==> src/common/acrs_pkg.sv <==
package acrs_pkg;

    // Converter timing, counted in converter clock ticks unless named otherwise
    localparam int CONV_TICKS = 11;
    localparam int DIFF_START_TICKS = 2;
    localparam int CHAN_SYNC_TICKS = 2;
    localparam int STARTUP_MULT = 4;
    localparam int CLOCK_PERIOD_NS = 4;
    localparam int TRACK_MIN_NS = 500;
    localparam int TRACK_MIN_CLK = (TRACK_MIN_NS + CLOCK_PERIOD_NS - 1) / CLOCK_PERIOD_NS;

    // Result code for a single-ended input above the reference
    localparam logic [9:0] FULL_SCALE = 10'h3ff;

    // Reference select encodings
    localparam logic [1:0] REF_SUPPLY = 2'h0;
    localparam logic [1:0] REF_INT_1V5 = 2'h1;
    localparam logic [1:0] REF_INT_1V6 = 2'h2;
    localparam logic [1:0] REF_EXT_PIN = 2'h3;

    // Reset values of the selection registers
    localparam logic [5:0] CHANNEL_RESET = 6'h00;
    localparam logic [1:0] REFERENCE_RESET = 2'h0;

    // Prescaler divides by two to the power of this exponent
    function automatic logic [2:0] acrs_div_exp(input logic [2:0] ps);
        return (ps == 3'h0) ? 3'h1 : ps;
    endfunction : acrs_div_exp

    // Differential codes sit on the high select bit or low codes 8 and up
    function automatic logic acrs_is_diff(input logic [5:0] ch);
        return ch[5] | (ch[4:3] != 2'b00);
    endfunction : acrs_is_diff

    // Tracking phase length, with the 500 ns floor for single-ended inputs
    function automatic logic [7:0] acrs_track_ticks(input logic diff, input logic [1:0] tht,
                                                    input logic [2:0] ps);
        logic [7:0] base;
        logic [7:0] floor_t;
        logic [2:0] e;
        e = acrs_div_exp(ps);
        base = diff ? ({5'h00, tht, 1'b0} + 8'h03) : ({6'h00, tht} + 8'h01);
        floor_t = 8'((TRACK_MIN_CLK + (32'd1 << e) - 1) >> e);
        return (!diff && floor_t > base) ? floor_t : base;
    endfunction : acrs_track_ticks

    // Start-up length, plus amplifier initialisation for differential inputs
    function automatic logic [7:0] acrs_startup_ticks(input logic diff, input logic [4:0] sut,
                                                      input logic [1:0] tht);
        logic [7:0] amp;
        amp = diff ? {5'h00, tht, 1'b0} + 8'h04 : 8'h00;
        return 8'(STARTUP_MULT * ({3'h0, sut} + 8'h01)) + amp;
    endfunction : acrs_startup_ticks

endpackage : acrs_pkg

==> src/core/acrs_sequencer.sv <==
`timescale 1ns/1ps

module acrs_sequencer (
    input wire logic clock,
    input wire logic reset_n,
    input wire logic converter_enable_bit,
    input wire logic auto_trigger_enable_bit,
    input wire logic free_running_select,
    input wire logic [2:0] clock_prescale_select,
    input wire logic [1:0] track_hold_time_setting,
    input wire logic [4:0] startup_time_setting,
    input wire logic start_write,
    input wire logic done_flag_clear,
    input wire logic done_irq_enable,
    input wire logic sleep_halted,
    input wire logic channel_select_high_write,
    input wire logic channel_select_high,
    input wire logic channel_select_low_write,
    input wire logic [4:0] channel_select_low,
    input wire logic reference_select_write,
    input wire logic [1:0] reference_select_bits,
    input wire logic trigger_pin,
    input wire logic analog_supply_ok_pin,
    input wire logic reference_ready_pin,
    input wire logic over_range,
    input wire logic [9:0] core_result,
    output logic conversion_start_bit_q,
    output logic conversion_done_flag_q,
    output logic [9:0] result_q,
    output logic [5:0] active_channel_q,
    output logic [3:0] reference_source_q,
    output logic reference_stable_flag_q,
    output logic sample_hold_q,
    output logic converting_q,
    output logic tracking_q,
    output logic settling_q
);

    typedef enum logic [2:0] {
        ACRS_OFF,
        ACRS_STARTUP,
        ACRS_IDLE,
        ACRS_CHSYNC,
        ACRS_SETTLE,
        ACRS_DELAY,
        ACRS_CONVERT,
        ACRS_TRACK
    } acrs_state_t;

    acrs_state_t state_q;
    acrs_state_t state_d;
    logic [7:0] cnt_q;
    logic [7:0] cnt_d;
    logic [2:0] sync1_q;
    logic [2:0] sync2_q;
    logic trig_prev_q;
    logic halt_prev_q;
    logic tick;
    logic diff;
    logic chan_high_tmp_q;
    logic [5:0] chan_buffer_q;
    logic [1:0] ref_tmp_q;
    logic [1:0] active_ref_q;
    logic chan_lock_q;
    logic ref_lock_q;
    logic chg_pend_q;
    logic start_pend_q;
    logic trig_edge;
    logic sleep_start;
    logic new_request;
    logic free_run;
    logic go_conv;
    logic sample_evt;
    logic done_evt;

    // Pins from the analog side and the trigger are foreign; two flops each
    always_ff @(posedge clock or negedge reset_n)
    begin
        if (!reset_n)
        begin
            sync1_q <= 3'h0;
            sync2_q <= 3'h0;
        end
        else
        begin
            sync1_q <= {reference_ready_pin, analog_supply_ok_pin, trigger_pin};
            sync2_q <= sync1_q;
        end
    end

    // Edge history for the trigger and the sleep halt
    always_ff @(posedge clock or negedge reset_n)
    begin
        if (!reset_n)
        begin
            trig_prev_q <= 1'b0;
            halt_prev_q <= 1'b0;
        end
        else
        begin
            trig_prev_q <= sync2_q[0];
            halt_prev_q <= sleep_halted;
        end
    end

    assign diff = acrs_pkg::acrs_is_diff(active_channel_q);
    assign free_run = auto_trigger_enable_bit & free_running_select & conversion_start_bit_q;

    // Edges during a conversion are dropped rather than queued
    assign trig_edge = auto_trigger_enable_bit & ~free_running_select & sync2_q[0]
                       & ~trig_prev_q & ~conversion_start_bit_q;
    // Noise canceller start once the CPU halts
    assign sleep_start = sleep_halted & ~halt_prev_q & converter_enable_bit
                         & ~conversion_start_bit_q & ~auto_trigger_enable_bit
                         & done_irq_enable;
    assign new_request = converter_enable_bit & (start_write | trig_edge | sleep_start);

    acrs_prescaler u_prescaler (
        .clock(clock),
        .reset_n(reset_n),
        .run(converter_enable_bit),
        .restart(trig_edge),
        .clock_prescale_select(clock_prescale_select),
        .tick_q(tick)
    );

    // Next-state logic; phase counters only count down on converter ticks
    always_comb
    begin
        state_d = state_q;
        cnt_d = cnt_q;
        go_conv = 1'b0;
        sample_evt = 1'b0;
        done_evt = 1'b0;
        if (!converter_enable_bit)
        begin
            state_d = ACRS_OFF;
            cnt_d = 8'h00;
        end
        else
        begin
            case (state_q)
                ACRS_OFF:
                begin
                    if (sync2_q[1])
                    begin
                        state_d = ACRS_STARTUP;
                        cnt_d = acrs_pkg::acrs_startup_ticks(diff, startup_time_setting,
                                                             track_hold_time_setting) - 8'h01;
                    end
                end
                ACRS_STARTUP:
                begin
                    if (tick)
                    begin
                        if (cnt_q == 8'h00)
                        begin
                            state_d = ACRS_IDLE;
                        end
                        else
                        begin
                            cnt_d = cnt_q - 8'h01;
                        end
                    end
                end
                ACRS_IDLE:
                begin
                    if (chg_pend_q)
                    begin
                        state_d = ACRS_CHSYNC;
                        cnt_d = 8'(acrs_pkg::CHAN_SYNC_TICKS - 1);
                    end
                    else if (start_pend_q && tick)
                    begin
                        go_conv = 1'b1;
                    end
                end
                ACRS_TRACK:
                begin
                    if (chg_pend_q)
                    begin
                        state_d = ACRS_CHSYNC;
                        cnt_d = 8'(acrs_pkg::CHAN_SYNC_TICKS - 1);
                    end
                    else if (tick)
                    begin
                        if (cnt_q != 8'h00)
                        begin
                            cnt_d = cnt_q - 8'h01;
                        end
                        else if (start_pend_q || free_run)
                        begin
                            go_conv = 1'b1;
                        end
                        else
                        begin
                            state_d = ACRS_IDLE;
                        end
                    end
                end
                ACRS_CHSYNC:
                begin
                    if (tick)
                    begin
                        if (cnt_q == 8'h00)
                        begin
                            state_d = ACRS_SETTLE;
                            cnt_d = {6'h00, track_hold_time_setting} + 8'h01;
                        end
                        else
                        begin
                            cnt_d = cnt_q - 8'h01;
                        end
                    end
                end
                ACRS_SETTLE:
                begin
                    if (tick)
                    begin
                        if (cnt_q != 8'h00)
                        begin
                            cnt_d = cnt_q - 8'h01;
                        end
                        else if (start_pend_q || free_run)
                        begin
                            go_conv = 1'b1;
                        end
                        else
                        begin
                            state_d = ACRS_IDLE;
                        end
                    end
                end
                ACRS_DELAY:
                begin
                    if (tick)
                    begin
                        if (cnt_q == 8'h00)
                        begin
                            state_d = ACRS_CONVERT;
                            cnt_d = 8'(acrs_pkg::CONV_TICKS - 1);
                            sample_evt = 1'b1;
                        end
                        else
                        begin
                            cnt_d = cnt_q - 8'h01;
                        end
                    end
                end
                ACRS_CONVERT:
                begin
                    if (tick)
                    begin
                        if (cnt_q == 8'h00)
                        begin
                            done_evt = 1'b1;
                            state_d = ACRS_TRACK;
                            cnt_d = acrs_pkg::acrs_track_ticks(diff, track_hold_time_setting,
                                                               clock_prescale_select)
                                    - 8'h01;
                        end
                        else
                        begin
                            cnt_d = cnt_q - 8'h01;
                        end
                    end
                end
                default:
                begin
                    state_d = ACRS_OFF;
                end
            endcase
            // Requested differential starts wait two ticks; free-running repeats do not
            if (go_conv && diff && start_pend_q)
            begin
                state_d = ACRS_DELAY;
                cnt_d = 8'(acrs_pkg::DIFF_START_TICKS - 1);
            end
            else if (go_conv)
            begin
                state_d = ACRS_CONVERT;
                cnt_d = 8'(acrs_pkg::CONV_TICKS - 1);
                sample_evt = 1'b1;
            end
        end
    end

    // Sequencer state and phase counter
    always_ff @(posedge clock or negedge reset_n)
    begin
        if (!reset_n)
        begin
            state_q <= ACRS_OFF;
            cnt_q <= 8'h00;
        end
        else
        begin
            state_q <= state_d;
            cnt_q <= cnt_d;
        end
    end

    // Phase outputs, registered from the next state so they line up with it
    always_ff @(posedge clock or negedge reset_n)
    begin
        if (!reset_n)
        begin
            sample_hold_q <= 1'b0;
            converting_q <= 1'b0;
            tracking_q <= 1'b0;
            settling_q <= 1'b0;
        end
        else
        begin
            sample_hold_q <= sample_evt;
            converting_q <= (state_d == ACRS_CONVERT);
            tracking_q <= (state_d == ACRS_TRACK);
            settling_q <= (state_d == ACRS_CHSYNC) || (state_d == ACRS_SETTLE);
        end
    end

    // Start bit and the held request; a new request beats completion
    always_ff @(posedge clock or negedge reset_n)
    begin
        if (!reset_n)
        begin
            conversion_start_bit_q <= 1'b0;
            start_pend_q <= 1'b0;
        end
        else if (!converter_enable_bit)
        begin
            conversion_start_bit_q <= 1'b0;
            start_pend_q <= 1'b0;
        end
        else
        begin
            if (new_request)
            begin
                conversion_start_bit_q <= 1'b1;
            end
            else if (done_evt && !free_run)
            begin
                conversion_start_bit_q <= 1'b0;
            end
            if (new_request)
            begin
                start_pend_q <= 1'b1;
            end
            else if (go_conv)
            begin
                start_pend_q <= 1'b0;
            end
        end
    end

    // Done flag and result; a completion in the clearing cycle is kept
    always_ff @(posedge clock or negedge reset_n)
    begin
        if (!reset_n)
        begin
            conversion_done_flag_q <= 1'b0;
            result_q <= 10'h000;
        end
        else if (done_evt)
        begin
            conversion_done_flag_q <= 1'b1;
            result_q <= (over_range && !diff) ? acrs_pkg::FULL_SCALE : core_result;
        end
        else if (done_flag_clear)
        begin
            conversion_done_flag_q <= 1'b0;
        end
    end

    // Temporary selection registers; only the low-field write loads the buffer
    always_ff @(posedge clock or negedge reset_n)
    begin
        if (!reset_n)
        begin
            chan_high_tmp_q <= 1'b0;
            chan_buffer_q <= acrs_pkg::CHANNEL_RESET;
            ref_tmp_q <= acrs_pkg::REFERENCE_RESET;
        end
        else
        begin
            if (channel_select_high_write)
            begin
                chan_high_tmp_q <= channel_select_high;
            end
            if (channel_select_low_write)
            begin
                chan_buffer_q <= {chan_high_tmp_q, channel_select_low};
            end
            if (reference_select_write)
            begin
                ref_tmp_q <= reference_select_bits;
            end
        end
    end

    // Channel lock: set by a start request or a sample start, released by completion
    always_ff @(posedge clock or negedge reset_n)
    begin
        if (!reset_n)
        begin
            chan_lock_q <= 1'b0;
        end
        else if (!converter_enable_bit || done_evt)
        begin
            chan_lock_q <= 1'b0;
        end
        else if (new_request || go_conv)
        begin
            chan_lock_q <= 1'b1;
        end
    end

    // Active channel follows the buffer while unlocked; a change while
    // running asks for sync and settling before the next sample
    always_ff @(posedge clock or negedge reset_n)
    begin
        if (!reset_n)
        begin
            active_channel_q <= acrs_pkg::CHANNEL_RESET;
            chg_pend_q <= 1'b0;
        end
        else if (!chan_lock_q && !new_request && !go_conv && chan_buffer_q != active_channel_q)
        begin
            active_channel_q <= chan_buffer_q;
            chg_pend_q <= converter_enable_bit
                          && (state_q == ACRS_IDLE || state_q == ACRS_TRACK
                              || state_q == ACRS_CHSYNC
                              || state_q == ACRS_SETTLE);
        end
        else if (!converter_enable_bit || state_q == ACRS_CHSYNC)
        begin
            chg_pend_q <= 1'b0;
        end
    end

    // Reference freezes at the first start and thaws only on disable
    always_ff @(posedge clock or negedge reset_n)
    begin
        if (!reset_n)
        begin
            ref_lock_q <= 1'b0;
            active_ref_q <= acrs_pkg::REFERENCE_RESET;
        end
        else if (!converter_enable_bit)
        begin
            ref_lock_q <= 1'b0;
            active_ref_q <= ref_tmp_q;
        end
        else if (new_request)
        begin
            ref_lock_q <= 1'b1;
        end
        else if (!ref_lock_q)
        begin
            active_ref_q <= ref_tmp_q;
        end
    end

    // One-hot reference switch control and stability status
    always_ff @(posedge clock or negedge reset_n)
    begin
        if (!reset_n)
        begin
            reference_source_q <= 4'h0;
            reference_stable_flag_q <= 1'b0;
        end
        else
        begin
            case (active_ref_q)
                acrs_pkg::REF_SUPPLY: reference_source_q <= 4'h1;
                acrs_pkg::REF_INT_1V5: reference_source_q <= 4'h2;
                acrs_pkg::REF_INT_1V6: reference_source_q <= 4'h4;
                acrs_pkg::REF_EXT_PIN: reference_source_q <= 4'h8;
                default: reference_source_q <= 4'h0;
            endcase
            reference_stable_flag_q <= sync2_q[2] && (active_ref_q == acrs_pkg::REF_INT_1V5
                                       || active_ref_q == acrs_pkg::REF_INT_1V6);
        end
    end

endmodule : acrs_sequencer

==> src/core/acrs_prescaler.sv <==
`timescale 1ns/1ps

// Converter clock tick generator; held cleared while the converter is off
module acrs_prescaler (
    input wire logic clock,
    input wire logic reset_n,
    input wire logic run,
    input wire logic restart,
    input wire logic [2:0] clock_prescale_select,
    output logic tick_q
);

    logic [6:0] count_q;
    logic [6:0] last;

    // Terminal count for the selected division
    assign last = 7'((8'h01 << acrs_pkg::acrs_div_exp(clock_prescale_select)) - 8'h01);

    // Counter restarts on a trigger edge so sampling lines up with it
    always_ff @(posedge clock or negedge reset_n)
    begin
        if (!reset_n)
        begin
            count_q <= 7'h00;
            tick_q <= 1'b0;
        end
        else if (!run || restart)
        begin
            count_q <= 7'h00;
            tick_q <= 1'b0;
        end
        else if (count_q >= last)
        begin
            count_q <= 7'h00;
            tick_q <= 1'b1;
        end
        else
        begin
            count_q <= count_q + 7'h01;
            tick_q <= 1'b0;
        end
    end

endmodule : acrs_prescaler

==> config.mk <==
export PLATFORM = sky130hd
export DESIGN_NAME = acrs_sequencer
export DESIGN_NICKNAME = d
export VERILOG_FILES = /design/src/common/acrs_pkg.sv /design/src/core/acrs_sequencer.sv /design/src/core/acrs_prescaler.sv
export SDC_FILE = /design/constraint.sdc
export NUM_CORES = 1
export LEC_CHECK = 0
export ABC_AREA = 1
export BUFFER_PORTS_ARGS = -buffer_cell sky130_fd_sc_hd__buf_2
export CORE_UTILIZATION = 53
export DETAILED_ROUTE_END_ITERATION = 8
export GPL_ROUTABILITY_DRIVEN = 0
export PLACE_DENSITY = 0.79
export SYNTH_ARGS = -nofsm -noshare
export SYNTH_HDL_FRONTEND = slang
export SYNTH_SLANG_ARGS = --single-unit
==> constraint.sdc <==
create_clock -name clock -period 3.66 [get_ports clock]
set_clock_uncertainty 0.1 [all_clocks]
set_input_delay 0.732 -clock clock [delete_from_list [all_inputs] [get_ports clock]]
set_output_delay 0.732 -clock clock [all_outputs]
set_load 0.01 [all_outputs]
==> Word level (Yosys, flattened, before mapping) <==
Cells that the tools add are included.
{ "word_totals": {"out_inout_bits": 27, "n_memories": 0, "latch_bits": 0, "input_bits": 44, "romBits": 0, "regBits": 69, "ram_bits": 0, "word_cells": 207} }
{ "classes": {"eq_ne": 27, "n_mux": 79, "shift": 3, "div_mod_pow": 0, "n_mul": 0, "addsub": 12, "n_reduce_logical": 38, "magnitude_cmp": 2, "bitwise": 20} }
{ "ops": {"columns": ["operator", "n"], "rows": [
  ["two-way mux 8 bit", 17],
  ["case mux 8 bit (8 select lines)", 1],
  ["two-way mux 3 bit", 18],
  ["adder 7 x 32 -> 32 bit, first input constant", 1],
  ["two-way mux 1 bit", 32],
  ["<< shifter 1 x 3 -> 32 bit, first input constant", 1],
  ["right shift 32 x 3 -> 8 bit", 1],
  ["subtractor 32 x 1 -> 32 bit, second input constant", 1],
  ["case mux 3 bit (8 select lines)", 1],
  ["subtractor 8 x 1 -> 8 bit, second input constant", 3],
  ["equality test 3 bit, second input constant", 7],
  ["!= test 5 x 4 -> 1 bit, second input constant", 4],
  ["case mux 4 bit (4 select lines)", 1],
  ["!= test 5 bit, second input constant", 3],
  ["two-way mux 7 bit", 2],
  ["bitwise AND 1 bit", 12],
  ["logical AND 1 bit", 11],
  ["logical OR 1 bit", 10],
  ["two-way mux 10 bit", 1],
  ["equality test 3 x 2 -> 1 bit, second input constant", 3],
  ["adder 8 x 4 -> 8 bit", 1],
  ["greater-than comparator 8 x 4 -> 1 bit", 1],
  ["zero test 8 bit", 1],
  ["two-way mux 4 bit", 2],
  ["26 further kinds", 46]
]} }

==> Depth between registers and ports, before layout <==
{ "depth": {"depth_word": 16, "mapped_depth": 22, "ltp_nobuf": 22} }

==> Cells and area by module <==
A second synthesis with hierarchy kept.
{ "unflattened": {"cells_unflattened": 686, "hier_area_um2": 4873.4} }
{ "by_module_without_submodules": {"columns": ["mod", "instances", "cells_each", "seq_area_each_um2", "area_each_um2"], "rows": [
  ["acrs_sequencer", 1, 599, 1526.5, 4232.8],
  ["acrs_prescaler", 1, 87, 200.2, 640.6]
]} }

==> Worst setup path before layout <==
OpenSTA, ideal clock, no wires.
{ "synth_path": {"path_type": "input-to-reg", "from": "input port track_hold_time_setting[0]", "to": "register cnt_q[1]", "t_required_ns": 3.484, "stages": 17, "setup_slack_ns": 0.552, "path_buffers": 0, "setup_time_ns": 0.076, "t_arrival_ns": 2.932, "path_cell_list": "ha_1 o21ai_0 ha_1 nand2_1 nand2_1 nand2_1 nand3_1 nand3_1 nand2_1 nand2_1 ha_1 or2_2 a31oi_1 nor3_1 nand2_1 nand2_1 o21ai_1"} }
{ "synth_via": {"elab_chain_len": 12, "elab_cells_between_ends": 20, "cone_classes": "6 x add/sub; 1 x order compare; 12 x mux; 1 x reduce/logical"} }
{ "synth_rtl": {"columns": ["element", "line", "source"], "rows": [
  ["start: declaration", "acrs_sequencer.sv:10", "input wire logic [1:0] track_hold_time_setting,"],
  ["adder 3 x 2 -> 4 bit or adder 2 x 1 -> 3 bit (tied branches)", "acrs_pkg.sv:42, acrs_sequencer.sv:208", null],
  ["two-way mux 4 bit", "acrs_pkg.sv:42", "base = diff ? ({5'h00, tht, 1'b0} + 8'h03) : ({6'h00, tht} + 8'h01);"],
  ["greater-than comparator 8 x 4 -> 1 bit", "acrs_pkg.sv:44", "return (!diff && floor_t > base) ? floor_t : base;"],
  ["logical AND 1 bit", "acrs_pkg.sv:44", null],
  ["two-way mux 8 bit", "acrs_pkg.sv:44", null],
  ["subtractor 8 x 1 -> 8 bit", "acrs_sequencer.sv:260", "- 8'h01;"],
  ["two-way mux 8 bit", "acrs_sequencer.sv:254", "if (cnt_q == 8'h00)"],
  ["two-way mux 8 bit", "acrs_sequencer.sv:252", "if (tick)"],
  ["case mux 8 bit (8 select lines) *", "acrs_sequencer.sv:142", "case (state_q)"],
  ["two-way mux 8 bit *", "acrs_sequencer.sv:279", "else if (go_conv)"],
  ["two-way mux 8 bit *", "acrs_sequencer.sv:274", "if (go_conv && diff && start_pend_q)"],
  ["two-way mux 8 bit *", "acrs_sequencer.sv:135", "if (!converter_enable_bit)"],
  ["end signal: assignment", "acrs_sequencer.sv:299", "cnt_q <= cnt_d;"],
  ["end: declaration", "acrs_sequencer.sv:52", "logic [7:0] cnt_q;"]
]} }
Mark *: on every way between the ends. The rest lies on a longest branch, timed or not. The select of a mux whose other input is x is not followed.
A chain may end at the register's enable or synchronous reset.

==> Final worst setup path <==
{ "layout_path": {"from": "register active_channel_q[3]", "to": "register cnt_q[1]"} }
{ "layout_via": {"elab_chain_len": 13, "elab_cells_between_ends": 28, "cone_classes": "3 x add/sub; 1 x order compare; 7 x eq/ne; 10 x mux; 1 x bitwise; 6 x reduce/logical"} }
{ "layout_rtl": {"columns": ["element", "line", "source"], "rows": [
  ["start: declaration", "acrs_sequencer.sv:30", "output logic [5:0] active_channel_q,"],
  ["start signal: assignment", "acrs_sequencer.sv:424", "active_channel_q <= acrs_pkg::CHANNEL_RESET;"],
  ["start signal: assignment", "acrs_sequencer.sv:429", "active_channel_q <= chan_buffer_q;"],
  ["nonzero test 2 bit *", "acrs_pkg.sv:32", "return ch[5] | (ch[4:3] != 2'b00);"],
  ["bitwise OR 1 bit *", "acrs_pkg.sv:32", null],
  ["two-way mux 4 bit", "acrs_pkg.sv:42", null],
  ["greater-than comparator 8 x 4 -> 1 bit", "acrs_pkg.sv:44", null],
  ["logical AND 1 bit", "acrs_pkg.sv:44", null],
  ["two-way mux 8 bit", "acrs_pkg.sv:44", null],
  ["subtractor 8 x 1 -> 8 bit", "acrs_sequencer.sv:260", null],
  ["two-way mux 8 bit", "acrs_sequencer.sv:254", null],
  ["two-way mux 8 bit", "acrs_sequencer.sv:252", null],
  ["case mux 8 bit (8 select lines)", "acrs_sequencer.sv:142", null],
  ["two-way mux 8 bit", "acrs_sequencer.sv:279", null],
  ["two-way mux 8 bit", "acrs_sequencer.sv:274", null],
  ["two-way mux 8 bit", "acrs_sequencer.sv:135", null]
]} }
Marked as above.

==> reports/qor.csv <==
metric,value,unit
status,finished clean,
Worst Setup Path Type,reg -> reg,
DP Area,0.00500,sq mm
Leak,0.00279,uW
Top Usage Layer GRT,met2,
synthesis-stage register bit count,69,
Arrival @ worst endpoint,3500,ps
Hold Buf Count CTS,0,
CTS tree,built,
YS warnings,0,
VDD IR max,0.289,mV
Port Buffers,70,
"Seq/Total Area, Yosys",0.378,
cell mode on critical path,nand2_1,
number of global-route vias before repair,4106,
RSZ-0062 raised after global routing,no,
"FFs w/ async S/R, synth",1.00,
Worst-path clk slew,80,ps
Startpoint Class,flip-flop,
I/O Pins,71,
Worst slew margin,0.416,
DRC,0,
Syn Area/Cell,7.71,sq um
Die H,94.8,um
top-area cell type share of the netlist area,0.378,
Slew Limit Fails,0,
Final setup viols,0,
P per Cell Area,425,mW/mm^2
hpwl dp,7.95,mm
Worst Path Required,3840,ps
max_cap viols,0,
dominant synthesized flop cell,dfrtp_1,
global-route wire length before repair,17.7,mm
later-pin clock latency in the skew report,350,ps
P_int,1360,uW
synth top area cells,"dfrtp_1 (38%), nand2_1 (9.6%), ha_1 (7.9%)",
sw power,842,uW
element type at the critical path end,flip-flop,
clk sink count,69,
most frequent cells in the layout,"nand2_1 (117), inv_1 (86), buf_2 (70)",
Synth Instances,592,
Post-DRT Antenna Nets,0,
worst hold margin,194,ps
Flop pwr share,0.409,
initial antenna violation count,0,
grt met3 use,0.0386,
ANT cells,0,
CTS Buffer Depth,2,
Sw Ratio,0.382,
Tcrit/Tclk final,0.909,
die width,94.8,um
min-delay worst type,in -> async,
DR iter-0 viols,323,
largest net degree at the start of global routing,53,
total length of routed wires,10.3,mm
Clock power frac,0.263,
vias per inst,5.41,
Max Fclk,0.301,GHz
final instance area,0.00519,sq mm
Fillers,774,
post-CTS sizing,0,
worst-path maximum fanout,9,
All-Layer GR Usage,0.255,
"commonest non-fill, non-tap cell in the layout",nand2_1,
num rows,33,
worst-margin pin slew,871,ps
Finished Core Util,0.628,
"Min Clock Period, post-route",3330,ps
Final nets,740,
grt ovf,0,
Synth cell types,51,
Setup TNS,0,ps
CTS H-tree lvls,3,
"Critical Path, Cell by Cell",nor2_1 > nand2_2 > inv_1 > a21boi_2 > ha_1 > nand2_1 > inv_1 > nand2_1 > nand3_1 > nand3_1 > nand2_1 > nand2_1 > ha_1 > or2_2 > a31oi_1 > nor3_1 > nand2_1 > nand2_1 > o21ai_1,
Final Hold Viols,0,
met2 Resource Use GR,0.442,
crit path max-delay cell type,dfrtp_1,
die area,0.00899,sq mm
cell taking the most area after synthesis,dfrtp_1,
post-CTS setup buffer count,0,
WL/cell,13.3,um
DRT Pass-1 Iters,5,
clk root buf,clkbuf_8,
layout cells sized above 1,0.206,
synthesized area,0.00457,sq mm
Global Route met1 Usage,0.307,
core box area,0.00826,sq mm
part of the power in combinational logic,0.327,
Vias,4202,
CP peak stage delay,440,ps
starting density of the core,0.553,
"EDFF count, synth",0,
synthesis-to-finish area growth,13.6,%
cts bufs inserted,9,
==> critical path, delay by kind of cell, from the launching register on <==
kind,cells,cell delay [ps]
and+or+nand+nor,12,1440
adders and majority gates,2,570
DFF,1,440
buffers and inverters,2,350
AOI/OAI and AO/OA,3,340
==> metal layers <==
metal	share of wire	wire length, um
met2	0.50	5140
met1	0.43	4420
met4	0.024	244
met5	0	0
met3	0.053	547
==> area by class of cell <==
class,count,area [sq um],share of cell area
tap,105,131,0.0253
multi-input combinational,412,2400,0.462
clock inverter,6,46.3,0.00893
inverter,103,389,0.0750
timing repair buffer,71,358,0.0690
sequential,69,1730,0.333
clock buffer,10,138,0.0265
==> cells in the mapped netlist (4+ instances only) <==
master	instances
inv_1	86
o21ai_0	60
clkbuf_1	4
o211ai_1	5
a31oi_1	4
o21ai_2	6
ha_1	29
inv_2	14
nand4_1	14
nand2_1	117
xor2_1	16
nor3_1	5
a21oi_1	28
nand2_2	10
nand3_1	24
o21ai_1	8
nor2_1	47
dfrtp_1	69
==> worst paths after layout <==
path / start / end / slack (ps) / depth (start not counted)
min in group clock: sync1_q[1] / sync2_q[1] / 260 / 0
max: active_channel_q[3] / cnt_q[1] / 330 / 19
min reg2reg: sync1_q[1] / sync2_q[1] / 260 / 0
max reg2reg: active_channel_q[3] / cnt_q[1] / 330 / 19
min: reset_n / sync1_q[2] / 190 / 1
max in group asynchronous: reset_n / converting_q / 2270 / 2
==> power by group through the flow <==
| stage | registers [uW] | logic [uW] | clock network, uW |
|---|---|---|---|
| after floorplan | 918 | 510 | 0 |
| after global placement | 912 | 684 | 0 |
| after detailed placement | 916 | 712 | 0 |
| after CTS | 902 | 717 | 590 |
| after global routing | 914 | 816 | 623 |
| final | 902 | 721 | 580 |
==> flip-flops by register name, summed over array words and instances, names as in the netlist, 3 cells and up <==
| name | flops |
|---|---|
| active_channel_q | 6 |
| chan_buffer_q | 6 |
| cnt_q | 8 |
| reference_source_q | 4 |
| result_q | 10 |
| state_q | 3 |
| sync1_q | 3 |
| sync2_q | 3 |
| u_prescaler.count_q | 7 |
==> kinds of logic (layout without fill, tap and decap cells) <==
logic type	Yosys count	in the layout	synth area share
muxes	1	1	0.00247
AOI/OAI and AO/OA	127	127	0.163
xor gates and xnor gates	17	17	0.0326
adders and majority gates	30	30	0.0838
and+or+nand+nor	235	235	0.241
DFF	69	69	0.378
buffers and inverters	112	190	0.0978
other	1	2	0.000821
==> metrics by stage <==
step,instances,power (uW),setup slack [ps]
floorplan,593,1430,552
global placement,760,1600,292
detailed placement,760,1630,114
CTS,776,2210,384
global route,776,2350,119
finish,776,2200,333
No activity file was read; power rests on OpenSTA's default activity.
